[src/core/sbr_pkg.sv]
// shared constants and carrier types for the station bus support and ring node
package sbr_pkg;
  localparam int SYNC_W = 33;
  // pin idle levels: strobe, transmit and serial line rest high
  localparam logic [32:0] SYNC_IDLE = 33'h000002003;
  localparam int SLOT_COUNT = 16;
  localparam int NIBBLE_W = 4;
  localparam int RING_BITS = 40;
  localparam int OWN_RING_BASE = 32;
  localparam int OWN_RING_W = 8;
  localparam int FIFO_W = 8;
  localparam int FIFO_DEPTH = 16;
  localparam logic [15:0] PROG_BASE = 16'h8000;
  localparam logic [15:0] PROG_LAST = 16'hFFFF;
  localparam logic [15:0] SCRATCH_BASE = 16'h2000;
  localparam logic [15:0] SCRATCH_LAST = 16'h3FFF;
  localparam logic [15:0] WIN_BASE = 16'h1000;
  localparam logic [15:0] WIN_LAST = 16'h10FF;
  localparam logic [7:0] OFS_SLOT_TX = 8'h00;
  localparam logic [7:0] OFS_SLOT_HEAD = 8'h10;
  localparam logic [7:0] OFS_SLOT_STATUS = 8'h11;
  localparam logic [7:0] OFS_RING = 8'h20;
  localparam logic [7:0] OFS_RING_LOCAL = 8'h28;
  localparam logic [7:0] OFS_OWN_LO = 8'h30;
  localparam logic [7:0] OFS_OWN_HI = 8'h31;
  localparam logic [15:0] OWN_MASK_RESET = 16'h0000;
  localparam logic [7:0] RING_LOCAL_RESET = 8'hFF;
  localparam logic [5:0] RING_LAST_IDX = 6'h27;

  typedef enum logic [0:0] {
    RING_HUNT   = 1'b0,
    RING_LOCKED = 1'b1
  } sbr_ring_state_e;

  typedef struct packed {
    logic [3:0] slot;
    logic [3:0] nibble;
  } sbr_slot_rec_s;

  typedef struct packed {
    logic       busPhase;
    logic       readNotWrite;
    logic       addressLatchStrobe;
    logic [7:0] addrData;
    logic [7:0] addrHigh;
  } sbr_cpu_in_s;
endpackage

[src/core/sbr_node.sv]
// processor bus support, nibble bus slave, ring node and slot record fifo
`timescale 1ns/1ps
// How it works
// - low byte is latched as address while the latch strobe is high
// - whole 16-bit space decoded; program and scratch selects are outputs, the window select stays internal
// - memory output enable low whenever bus phase and direction are high
// - program store select low exactly inside the program region
// - scratch write strobe low while bus phase high and direction low
// - nibble bus has 16 four-bit slots visited in order
// - master drives strobe and slot address; this board never does
// - active-low service request raised for slot data awaiting software
// - ring packet is 40 bits: 16 master, 16 tone board, 8 ours
// - every ring bit is readable by software
// - ring order: master, tone board, this board, back to master
// - serial line idles high; transmit and receive wire-ORed onto it

module sbr_fifo #(
  parameter int W     = 8,
  parameter int DEPTH = 16
) (
  input  wire logic         clock,
  input  wire logic         rst_n,
  input  wire logic         inValid,
  output logic              inReady,
  input  wire logic [W-1:0] inData,
  output logic              outValid,
  input  wire logic         outReady,
  output logic [W-1:0]      outData
);
  localparam int AW = $clog2(DEPTH);
  logic [W-1:0] mem_q [DEPTH];
  logic [AW:0]  wrPtr_q, rdPtr_q;
  wire          push = inValid && inReady, pop = outValid && outReady;

  assign inReady = !((wrPtr_q[AW] != rdPtr_q[AW]) && (wrPtr_q[AW-1:0] == rdPtr_q[AW-1:0]));
  assign outValid = wrPtr_q != rdPtr_q;
  assign outData = mem_q[rdPtr_q[AW-1:0]];

  always_ff @(posedge clock or negedge rst_n) begin
    if (!rst_n) begin
      wrPtr_q <= '0;
      rdPtr_q <= '0;
    end else begin
      if (push) wrPtr_q <= wrPtr_q + 1'b1;
      if (pop) rdPtr_q <= rdPtr_q + 1'b1;
    end
  end

  always_ff @(posedge clock) begin
    if (push) mem_q[wrPtr_q[AW-1:0]] <= inData;
  end
endmodule

module sbr_node (
  input  wire logic                clock,
  input  wire logic                rst_n,
  input  wire sbr_pkg::sbr_cpu_in_s cpuIn,
  output logic [7:0]               adOut,
  output logic                     adOe,
  output logic [7:0]               lowAddress,
  output logic                     progStoreCs_n,
  output logic                     scratchCs_n,
  output logic                     memOutputEnable_n,
  output logic                     scratchWrite_n,
  input  wire logic                nibbleStrobe_n,
  input  wire logic [3:0]          slotAddressLines,
  input  wire logic [3:0]          slotDataIn,
  output logic [3:0]               slotDataOut,
  output logic                     slotDataOe,
  output logic                     slotServiceRequest_n,
  input  wire logic                ringBitClock,
  input  wire logic                ringFrameMarker,
  input  wire logic                ringInput,
  output logic                     ringOutput,
  input  wire logic                serialTx,
  output logic                     serialRx,
  input  wire logic                serialLineIn,
  output logic                     serialLineOut,
  output logic                     serialLineOe
);
  function automatic logic inRange(input logic [15:0] a, input logic [15:0] lo,
                                   input logic [15:0] hi);
    inRange = (a >= lo) && (a <= hi);
  endfunction

  // every pin input passes two flops; the first stage feeds only the second
  logic [sbr_pkg::SYNC_W-1:0] syncA_q, syncB_q;
  wire  [sbr_pkg::SYNC_W-1:0] rawIn = {cpuIn, nibbleStrobe_n, slotAddressLines, slotDataIn,
                                       ringBitClock, ringFrameMarker, ringInput,
                                       serialTx, serialLineIn};
  always_ff @(posedge clock or negedge rst_n) begin
    if (!rst_n) begin
      syncA_q <= sbr_pkg::SYNC_IDLE;
      syncB_q <= sbr_pkg::SYNC_IDLE;
    end else begin
      syncA_q <= rawIn;
      syncB_q <= syncA_q;
    end
  end

  sbr_pkg::sbr_cpu_in_s cpuS;
  wire       strS = syncB_q[13];
  wire [3:0] saS = syncB_q[12:9];
  wire [3:0] sdS = syncB_q[8:5];
  wire       rcS = syncB_q[4], rfS = syncB_q[3], riS = syncB_q[2];
  wire       txS = syncB_q[1], slS = syncB_q[0];
  assign cpuS = syncB_q[32:14];

  // processor bus: address demux and decode
  logic [7:0]  lowAddr_q;
  logic        eDly_q, rwDly_q;
  logic [7:0]  adDly_q;
  always_ff @(posedge clock or negedge rst_n) begin
    if (!rst_n) begin
      lowAddr_q <= 8'h00;
      eDly_q    <= 1'b0;
      rwDly_q   <= 1'b1;
      adDly_q   <= 8'h00;
    end else begin
      if (cpuS.addressLatchStrobe) lowAddr_q <= cpuS.addrData;
      eDly_q  <= cpuS.busPhase;
      rwDly_q <= cpuS.readNotWrite;
      adDly_q <= cpuS.addrData;
    end
  end

  wire [15:0] fullAddr = {cpuS.addrHigh, lowAddr_q};
  wire        progHit = inRange(fullAddr, sbr_pkg::PROG_BASE, sbr_pkg::PROG_LAST);
  wire        scratchHit = inRange(fullAddr, sbr_pkg::SCRATCH_BASE, sbr_pkg::SCRATCH_LAST);
  wire        winHit = inRange(fullAddr, sbr_pkg::WIN_BASE, sbr_pkg::WIN_LAST);
  wire        readCycle = cpuS.busPhase && cpuS.readNotWrite;
  wire        writeCycle = cpuS.busPhase && !cpuS.readNotWrite;
  // direction and address are taken just after the phase falls, matching sync delay
  wire        eFall = eDly_q && !cpuS.busPhase;
  wire        winWrite = eFall && !rwDly_q && winHit;
  wire        headPop = eFall && rwDly_q && winHit && lowAddr_q == sbr_pkg::OFS_SLOT_HEAD;
  wire        statusRead = eFall && rwDly_q && winHit && lowAddr_q == sbr_pkg::OFS_SLOT_STATUS;

  always_ff @(posedge clock or negedge rst_n) begin
    if (!rst_n) begin
      progStoreCs_n     <= 1'b1;
      scratchCs_n       <= 1'b1;
      memOutputEnable_n <= 1'b1;
      scratchWrite_n    <= 1'b1;
    end else begin
      progStoreCs_n     <= !progHit;
      scratchCs_n       <= !scratchHit;
      memOutputEnable_n <= !readCycle;
      scratchWrite_n    <= !writeCycle;
    end
  end
  assign lowAddress = lowAddr_q;

  // nibble bus slave
  logic [3:0]              txSlot_q [sbr_pkg::SLOT_COUNT];
  logic [15:0]             ownMask_q;
  logic                    strDly_q, overflow_q, sreq_q, slotOe_q;
  sbr_pkg::sbr_slot_rec_s  slotLatch_q;
  logic [3:0]              slotOut_q;
  wire                     strRise = strS && !strDly_q;
  wire                     pushReq = strRise && !ownMask_q[slotLatch_q.slot];
  wire                     fifoInReady, fifoOutValid;
  sbr_pkg::sbr_slot_rec_s  fifoHead;

  always_ff @(posedge clock or negedge rst_n) begin
    if (!rst_n) begin
      strDly_q    <= 1'b1;
      slotLatch_q <= '0;
      slotOut_q   <= 4'h0;
      slotOe_q    <= 1'b0;
      sreq_q      <= 1'b1;
      overflow_q  <= 1'b0;
    end else begin
      strDly_q <= strS;
      if (!strS) slotLatch_q <= '{slot: saS, nibble: sdS};
      // strobe and slot address are only ever read here, never driven
      slotOe_q  <= !strS && ownMask_q[saS];
      slotOut_q <= txSlot_q[saS];
      sreq_q    <= !fifoOutValid;
      // a slot lost to a full fifo marks overflow; set beats the read clear
      if (pushReq && !fifoInReady) overflow_q <= 1'b1;
      else if (statusRead) overflow_q <= 1'b0;
    end
  end
  assign slotDataOut = slotOut_q;
  assign slotDataOe = slotOe_q;
  assign slotServiceRequest_n = sreq_q;

  sbr_fifo #(
    .W     (sbr_pkg::FIFO_W),
    .DEPTH (sbr_pkg::FIFO_DEPTH)
  ) u_fifo (
    .clock    (clock),
    .rst_n    (rst_n),
    .inValid  (pushReq),
    .inReady  (fifoInReady),
    .inData   (slotLatch_q),
    .outValid (fifoOutValid),
    .outReady (headPop),
    .outData  (fifoHead)
  );

  // ring node
  sbr_pkg::sbr_ring_state_e  ringState_q;
  logic [5:0]                ringIdx_q;
  logic [sbr_pkg::RING_BITS-1:0] ringBits_q;
  logic [7:0]                ringLocal_q;
  logic                      rcDly_q, ringOut_q;
  wire                       rcRise = rcS && !rcDly_q;
  wire [5:0]                 bitIdxNow = rfS ? 6'h00 : ringIdx_q;
  wire                       ringLocked = rfS || ringState_q == sbr_pkg::RING_LOCKED;
  wire                       ownPos = ringLocked && bitIdxNow >= 6'(sbr_pkg::OWN_RING_BASE)
                             && bitIdxNow < 6'(sbr_pkg::OWN_RING_BASE + sbr_pkg::OWN_RING_W);
  wire [2:0]                 ownBit = 3'(bitIdxNow - 6'(sbr_pkg::OWN_RING_BASE));

  // each bit leaves within three clocks of the ring-clock rise that samples it; node realigns on marker
  always_ff @(posedge clock or negedge rst_n) begin
    if (!rst_n) begin
      ringState_q <= sbr_pkg::RING_HUNT;
      ringIdx_q   <= 6'h00;
      ringBits_q  <= '0;
      rcDly_q     <= 1'b0;
      ringOut_q   <= 1'b1;
    end else begin
      rcDly_q <= rcS;
      if (rcRise) begin
        ringOut_q <= ownPos ? ringLocal_q[ownBit] : riS;
        if (ringLocked) ringBits_q[bitIdxNow] <= riS;
        if (rfS) begin
          ringState_q <= sbr_pkg::RING_LOCKED;
          ringIdx_q   <= 6'h01;
        end else if (ringIdx_q == sbr_pkg::RING_LAST_IDX) begin
          // last packet bit reached without a marker: hunt, inserting nothing until the marker returns
          ringState_q <= sbr_pkg::RING_HUNT;
          ringIdx_q   <= 6'h00;
        end else begin
          ringIdx_q <= ringIdx_q + 6'h01;
        end
      end
    end
  end
  assign ringOutput = ringOut_q;

  // processor writes into the window
  always_ff @(posedge clock or negedge rst_n) begin
    if (!rst_n) begin
      ownMask_q   <= sbr_pkg::OWN_MASK_RESET;
      ringLocal_q <= sbr_pkg::RING_LOCAL_RESET;
      for (int i = 0; i < sbr_pkg::SLOT_COUNT; i++) txSlot_q[i] <= 4'h0;
    end else if (winWrite) begin
      if (lowAddr_q[7:4] == sbr_pkg::OFS_SLOT_TX[7:4]) txSlot_q[lowAddr_q[3:0]] <= adDly_q[3:0];
      else if (lowAddr_q == sbr_pkg::OFS_RING_LOCAL) ringLocal_q <= adDly_q;
      else if (lowAddr_q == sbr_pkg::OFS_OWN_LO) ownMask_q[7:0] <= adDly_q;
      else if (lowAddr_q == sbr_pkg::OFS_OWN_HI) ownMask_q[15:8] <= adDly_q;
    end
  end

  // read data; unmapped window offsets read as zero
  wire [2:0] ringByte = 3'(lowAddr_q - sbr_pkg::OFS_RING);
  wire       isRing = lowAddr_q >= sbr_pkg::OFS_RING && lowAddr_q < sbr_pkg::OFS_RING + 8'h05;
  wire [7:0] rdMux =
    (lowAddr_q[7:4] == sbr_pkg::OFS_SLOT_TX[7:4]) ? {4'h0, txSlot_q[lowAddr_q[3:0]]} :
    (lowAddr_q == sbr_pkg::OFS_SLOT_HEAD) ? (fifoOutValid ? fifoHead : 8'h00) :
    (lowAddr_q == sbr_pkg::OFS_SLOT_STATUS) ? {6'h00, overflow_q, fifoOutValid} :
    isRing ? ringBits_q[ringByte*8 +: 8] :
    (lowAddr_q == sbr_pkg::OFS_RING_LOCAL) ? ringLocal_q :
    (lowAddr_q == sbr_pkg::OFS_OWN_LO) ? ownMask_q[7:0] :
    (lowAddr_q == sbr_pkg::OFS_OWN_HI) ? ownMask_q[15:8] : 8'h00;

  logic [7:0] adOut_q;
  logic       adOe_q, lineOe_q, serialRx_q;
  always_ff @(posedge clock or negedge rst_n) begin
    if (!rst_n) begin
      adOut_q    <= 8'h00;
      adOe_q     <= 1'b0;
      lineOe_q   <= 1'b0;
      serialRx_q <= 1'b1;
    end else begin
      adOut_q    <= rdMux;
      adOe_q     <= readCycle && winHit && !cpuS.addressLatchStrobe;
      lineOe_q   <= !txS;
      serialRx_q <= slS;
    end
  end
  assign adOut = adOut_q;
  assign adOe = adOe_q;
  assign serialLineOut = 1'b0;
  assign serialLineOe = lineOe_q;
  assign serialRx = serialRx_q;
endmodule

[config.mk]
export PLATFORM = sky130hd
export DESIGN_NAME = sbr_node
export DESIGN_NICKNAME = d
export VERILOG_FILES = /design/src/core/sbr_pkg.sv /design/src/core/sbr_node.sv
export SDC_FILE = /design/constraint.sdc
export NUM_CORES = 1
export LEC_CHECK = 0
export BUFFER_PORTS_ARGS = -buffer_cell sky130_fd_sc_hd__buf_2
export CORE_ASPECT_RATIO = 0.6
export CORE_MARGIN = 2
export CORE_UTILIZATION = 30
export DETAILED_ROUTE_END_ITERATION = 7
export GPL_ROUTABILITY_DRIVEN = 0
export MAX_ROUTING_LAYER = met4
export PLACE_DENSITY = 0.55
export SLEW_MARGIN = 20
export SYNTH_ARGS = -nofsm -noshare
export SYNTH_HDL_FRONTEND = slang
export SYNTH_SLANG_ARGS = --single-unit
[constraint.sdc]
create_clock -name clock -period 5.15 [get_ports clock]
set_clock_uncertainty 0.15 [all_clocks]
set_input_delay 0.7725 -clock clock [delete_from_list [all_inputs] [get_ports clock]]
set_output_delay 0.7725 -clock clock [all_outputs]
set_load 0.005 [all_outputs]
==> results.cfg, run 1 <==
[worst_setup_path]
worst-setup-path-type = reg -> reg
cp.arrival_ns = 3.35
critPathMaxFanout = 21
path_buf_inv = 0
critical-path-top-delay-family = simple AND/OR/NAND/NOR gates
worstSetupPathDepth = 5
crit_start = slotLatch_q[7]
reg2reg_depth = 5
cp.required_ns = 5.18
critPathCaptureType = register
worstSetupStartpointType = register
r2r_start = slotLatch_q[7]
path_cells = mux4_2 -> mux2i_1 -> a22oi_2 -> nor2_2 -> and3_1
slowest_stage = dfrtp_1
worst_path_largest_cell_delay_ns = 0.87

[timing]
grt_setup_unrepaired = false
period_minus_slack_ns = 3.33
final.period_utilization = 0.646
worstMarginPinSlew_ns = 1.08
finalHoldViolCount = 0
final_max_slew_viol_count = 0
setup_ws_ns = 1.82
tns_ns = 0
finalSetupViolCount = 0
max-slew-margin-rel = 0.277
max_freq_mhz = 301

[grt]
grt_max_degree = 111
grt.total_usage = 0.157
grt_pass1_wl_mm = 64.3
overflow = 0
grt_pass1_vias = 9460
antenna_found_initial = 0

[routing]
avgRoutedWirePerCell_um = 23.1
dr.pass1.iters = 5
drt_wl_total_mm = 42.3
drt-initial-drc-count = 962
vias = 9426
ant_nets = 0
drc = 0
via_per_inst = 5.15

[cts]
cts_hold_buf = 0
cts.htree.levels = 2
clk_latency_ns = 0.54
clkTransAtPathRegs_ns = 0.06
cts_setup_buffers = 0
cts-root-buf = clkbuf_16
cts_tree = built
cts.path.max_buffers = 3
numCtsBuffers = 37
cts_resized = 0
cts_sinks = 390

[placed_design]
dpl.cell_count = 1763
io_buffers = 64
dp_hpwl_mm = 29.1
dp_slack_ns = 1.82

[floorplanning]
die_h_um = 186
core_region_area_sq_mm = 0.0543
die-area_sq_mm = 0.0571
pin_count = 66
placementRows = 66
start_util = 0.305
die_x_um = 307

[cells_and_area]
drive_gt1_frac = 0.364
area_delta_synth_final_pct = 13.7
stdcell_count = 1830
antenna_cells = 0
num-fill-cells = 5198
nNetsFinal = 1129

[power]
peakVddDrop_mv = 0.284
leakage_nw = 7.68
power_density_mw_per_mm2 = 370

[yosys]
synth-seq-cells = 390
synth.distinct_cells = 72
syn-num-nets = 1077
synth_area_sq_mm = 0.0166
synth_flop_cell = dfrtp_1
synthArstFlopShare = 0.672
ys_seq_area_frac = 0.630
synth-edff-count = 128
synth.avg_cell_area_sq_um = 16.0
yosysWarnings = 0
synthCells = 1036

[worst_hold_path]
min_path_type = in -> async

[run]
max_cap_viol_count = 0

[run_status]
outcome = finished clean
-- state kept, by name (all words and copies together), names as in the netlist, 4 cells and up --
| name | cells |
|---|---|
| syncB_q | 33 |
| ringLocal_q | 8 |
| ringBits_q | 40 |
| lowAddress | 8 |
| slotDataOut | 4 |
| syncA_q | 33 |
| u_fifo.rdPtr_q | 5 |
| ringIdx_q | 6 |
| slotLatch_q | 8 |
| u_fifo.mem_q | 128 |
| adDly_q | 8 |
| txSlot_q | 64 |
| u_fifo.wrPtr_q | 5 |
| adOut | 8 |
| ownMask_q | 16 |
-- placed cells by master, fill, tap and decap left out, types with 8 or more instances in the layout --
cell type	count
dfrtp_1	237
mux2_2	129
edfxtp_1	128
mux4_2	83
nand2_1	65
buf_2	63
clkbuf_16	37
nor2_1	28
dfstp_2	23
and3_1	21
o21ai_0	18
mux2i_1	18
nand3_1	17
nor2b_1	16
a21oi_1	14
mux2_1	13
buf_4	13
a22oi_1	12
clkbuf_1	10
xor2_1	8
inv_1	8
nor3_1	8
mux2_4	8
-- area by class of cell --
type	instances	area [sq um]	share of cell area
clock buffer	51	1020	0.0541
clock inverter	16	194	0.0103
inverter	8	30.0	0.00159
multi-input combinational	573	5810	0.309
sequential	390	10400	0.554
tap	714	893	0.0474
timing repair buffer	78	448	0.0238
-- path summary, 6_finish.rpt --
kind	endpoint	slack (ns)
setup / recovery	u_fifo.mem_q[9][1]	1.82
hold / removal	ringIdx_q[0]	0.11
setup reg to reg	u_fifo.mem_q[9][1]	1.82
hold reg to reg	syncB_q[25]	0.20
max in group asynchronous	progStoreCs_n	3.54
min in group clock	syncA_q[0]	0.17
-- kinds of logic after synthesis --
logic type	count (synthesis)	share of synthesized area
AOI/OAI and AO/OA	81	0.0337
xor gates and xnor gates	15	0.00793
adders and majority gates	6	0.00453
buffers and inverters	73	0.0195
DFF	390	0.630
muxes	251	0.228
other	1	0.000226
and+or+nand+nor	219	0.0766
-- metrics by stage --
stage          power, mW  utilization  hold slack (ns)  area [sq um]
3_5_place_dp        4.24        0.324            0.185         17600
5_1_grt             7.25        0.347            0.155         18800
2_1_floorplan       3.95            -            0.181         16600
3_3_place_gp        4.23        0.324            0.184         17600
4_1_cts             7.04        0.346            0.151         18800
6_report            6.97        0.347            0.111         18800
-- layer usage --
metal  vias to the layer above  global-route usage  part of all wire
met5                         -                   -                 0
met4                         0              0.0263             0.012
met3                        41              0.0443             0.084
met2                       333               0.194              0.38
met1                      5018               0.250              0.52
li1                       4034                   -                 -
-- synthesized netlist by cell type, types with 7 or more instances --
cell / instances / area share
xor2_1: 8 / 0.0042
mux2_2: 129 / 0.088
dfrtp_1: 239 / 0.36
buf_1: 7 / 0.0016
o21ai_0: 18 / 0.0054
and3_1: 21 / 0.0079
clkbuf_1: 32 / 0.0073
mux2i_1: 18 / 0.011
nor3_1: 9 / 0.0027
mux2_1: 13 / 0.0088
mux2_4: 8 / 0.0073
and2_1: 7 / 0.0026
a21oi_1: 14 / 0.0042
buf_2: 20 / 0.0060
edfxtp_1: 128 / 0.23
mux4_2: 83 / 0.11
dfstp_2: 23 / 0.036
nand2_1: 65 / 0.015
xnor2_1: 7 / 0.0037
nor2_1: 29 / 0.0066
a22oi_1: 12 / 0.0054
inv_1: 8 / 0.0018
nor2b_1: 16 / 0.0060
nand3_1: 17 / 0.0051
-- power by group --
part           switching, mW  internal [mW]
clock                   1.20           1.60
sequential             0.219           3.40
combinational          0.337          0.223
total                   1.75           5.21
(Power assumes the default switching activity.)
==> run 2: changes to the inputs <==
Clock period 5.15 ns to 3.3 ns, I/O delays scaled along.
==> run 2 against run 1 <==
Against the previous run: register-to-register slack worse by 1.3 ns; global-route usage is 0.056 points lower; maximum frequency is 21% higher; flip-flop and latch count stayed put; combinational power is 70% higher; die area stayed put; worst setup slack worse by 1.3 ns; first-iteration DRC count is 23% lower; total power is 58% higher; critical path type unchanged; largest power group unchanged.
==> results.cfg, run 2 (synthesis results as in run 1) <==
[grt]
grt.total_usage = 0.157
overflow = 0
grt_pass1_vias = 9688
grt_max_degree = 87
grt_pass1_wl_mm = 64.6
antenna_found_initial = 1

[cells_and_area]
final_common_cell = dfrtp_1
largest_reg_flops = 128
area_delta_synth_final_pct = 17.2
multi_input_area_sq_mm = 0.00581
nNetsFinal = 1182
layout_common_cells = dfrtp_1, mux2_2, edfxtp_1, mux4_2, nand2_1
ff_latch_area_sq_mm = 0.0104
num-fill-cells = 5156
antenna_cells = 0
drive_gt1_frac = 0.364

[routing]
vias = 9459
via_per_inst = 5.02
dr.pass1.iters = 5
avgRoutedWirePerCell_um = 22.6
drt_wl_total_mm = 42.5
drt-initial-drc-count = 740
ant_nets = 0
drc = 0

[timing]
setup_ws_ns = 0.560
final.period_utilization = 0.830
finalHoldViolCount = 0
grt_setup_unrepaired = false
final_max_slew_viol_count = 0
finalSetupViolCount = 0
worstMarginPinSlew_ns = 0.943
max_freq_mhz = 365
max-slew-margin-rel = 0.366
worst_hold_slack_ns = 0.195
period_minus_slack_ns = 2.74
tns_ns = 0

[power]
peakVddDrop_mv = 0.311
power_density_mw_per_mm2 = 568
leakage_nw = 7.96

[cts]
cts.htree.levels = 2
clk_latency_ns = 0.54
cts.path.max_buffers = 3
cts-root-buf = clkbuf_16
clkTransAtPathRegs_ns = 0.06
numCtsBuffers = 37
cts_tree = built
cts_resized = 0
cts_sinks = 390
cts_hold_buf = 34
cts_setup_buffers = 0

[worst_setup_path]
crit_start = lowAddress[1]
endpoint = ownMask_q[13]
worst-setup-path-type = reg -> reg
critPathMaxFanout = 17
worstSetupStartpointType = register
reg2reg_depth = 4
ff2ff_setup_slack_ns = 0.56
cp.arrival_ns = 3.01
r2r-end = ownMask_q[13]
r2r_start = lowAddress[1]
critPathCaptureType = register
cp.required_ns = 3.57

[floorplanning]
pin_count = 66
die-area_sq_mm = 0.0571
core_region_area_sq_mm = 0.0543
die_x_um = 307
die_h_um = 186
placementRows = 66
start_util = 0.305

[run]
max_cap_viol_count = 0

[run_status]
outcome = finished clean

[placed_design]
io_buffers = 64
dp_slack_ns = 0.585
dp_hpwl_mm = 29.5

[worst_hold_path]
min_path_type = reg -> reg
==> run 2: cell count changes in the layout (fill, tap and decap cells not counted), sizes merged <==
cell         delta
dlygate4sd3    +34
buf            +19
clkbuf          +4
clkinvlp        -2
bufinv          -1
clkinv          -1
==> run 2: worst max-delay path, stage by stage, from the launching register on <==
cell and delay (ns):
dfrtp_1 0.70, nor4b_2 0.59, and3_1 0.45, nand2_1 0.34, mux2_2 0.36
==> run 2: worst min path at each step <==
stage | cells after the start | start | endpoint | slack (ns)
floorplan | 0 | rst_n | adDly_q[0] | 0.05
global placement | 0 | syncA_q[32] | syncB_q[32] | 0.18
detailed placement | 0 | syncA_q[19] | syncB_q[19] | 0.18
CTS | 0 | syncA_q[19] | syncB_q[19] | 0.20
global route | 0 | syncA_q[28] | syncB_q[28] | 0.21
finish | 0 | syncA_q[14] | syncB_q[14] | 0.20
==> run 2: layout make-up <==
class                      instances  area share
multi-input combinational        573       0.299
tap                              714      0.0460
clock buffer                      55      0.0575
timing repair buffer             131      0.0506
clock inverter                    12     0.00735
inverter                           8     0.00155
sequential                       390       0.538
==> run 2: per-stage QoR <==
| stage | total power [mW] | std cells | cell area [sq um] | utilization |
|---|---|---|---|---|
| 3_3_place_gp | 6.61 | 1782 | 17800 | 0.328 |
| 6_report | 11.0 | 1883 | 19400 | 0.357 |
| 3_5_place_dp | 6.63 | 1782 | 17800 | 0.328 |
| 5_1_grt | 11.5 | 1883 | 19400 | 0.357 |
| 4_1_cts | 11.1 | 1883 | 19400 | 0.357 |
| 2_1_floorplan | 6.16 | 1036 | 16600 | - |
==> run 2: where the power goes <==
group	switching, mW	internal, mW	leakage (nW)
clock network	1.86	2.59	0.623
registers	0.313	5.30	4.50
logic	0.550	0.404	2.84
==> run 2: layer usage <==
metal | global-route usage | vias up | routed length [um]
met1 | 0.247 | 4966 | 22200
met4 | 0.0271 | 0 | 514
met5 | - | - | 0
met2 | 0.198 | 322 | 16500
li1 | - | 4122 | -
met3 | 0.0404 | 49 | 3290
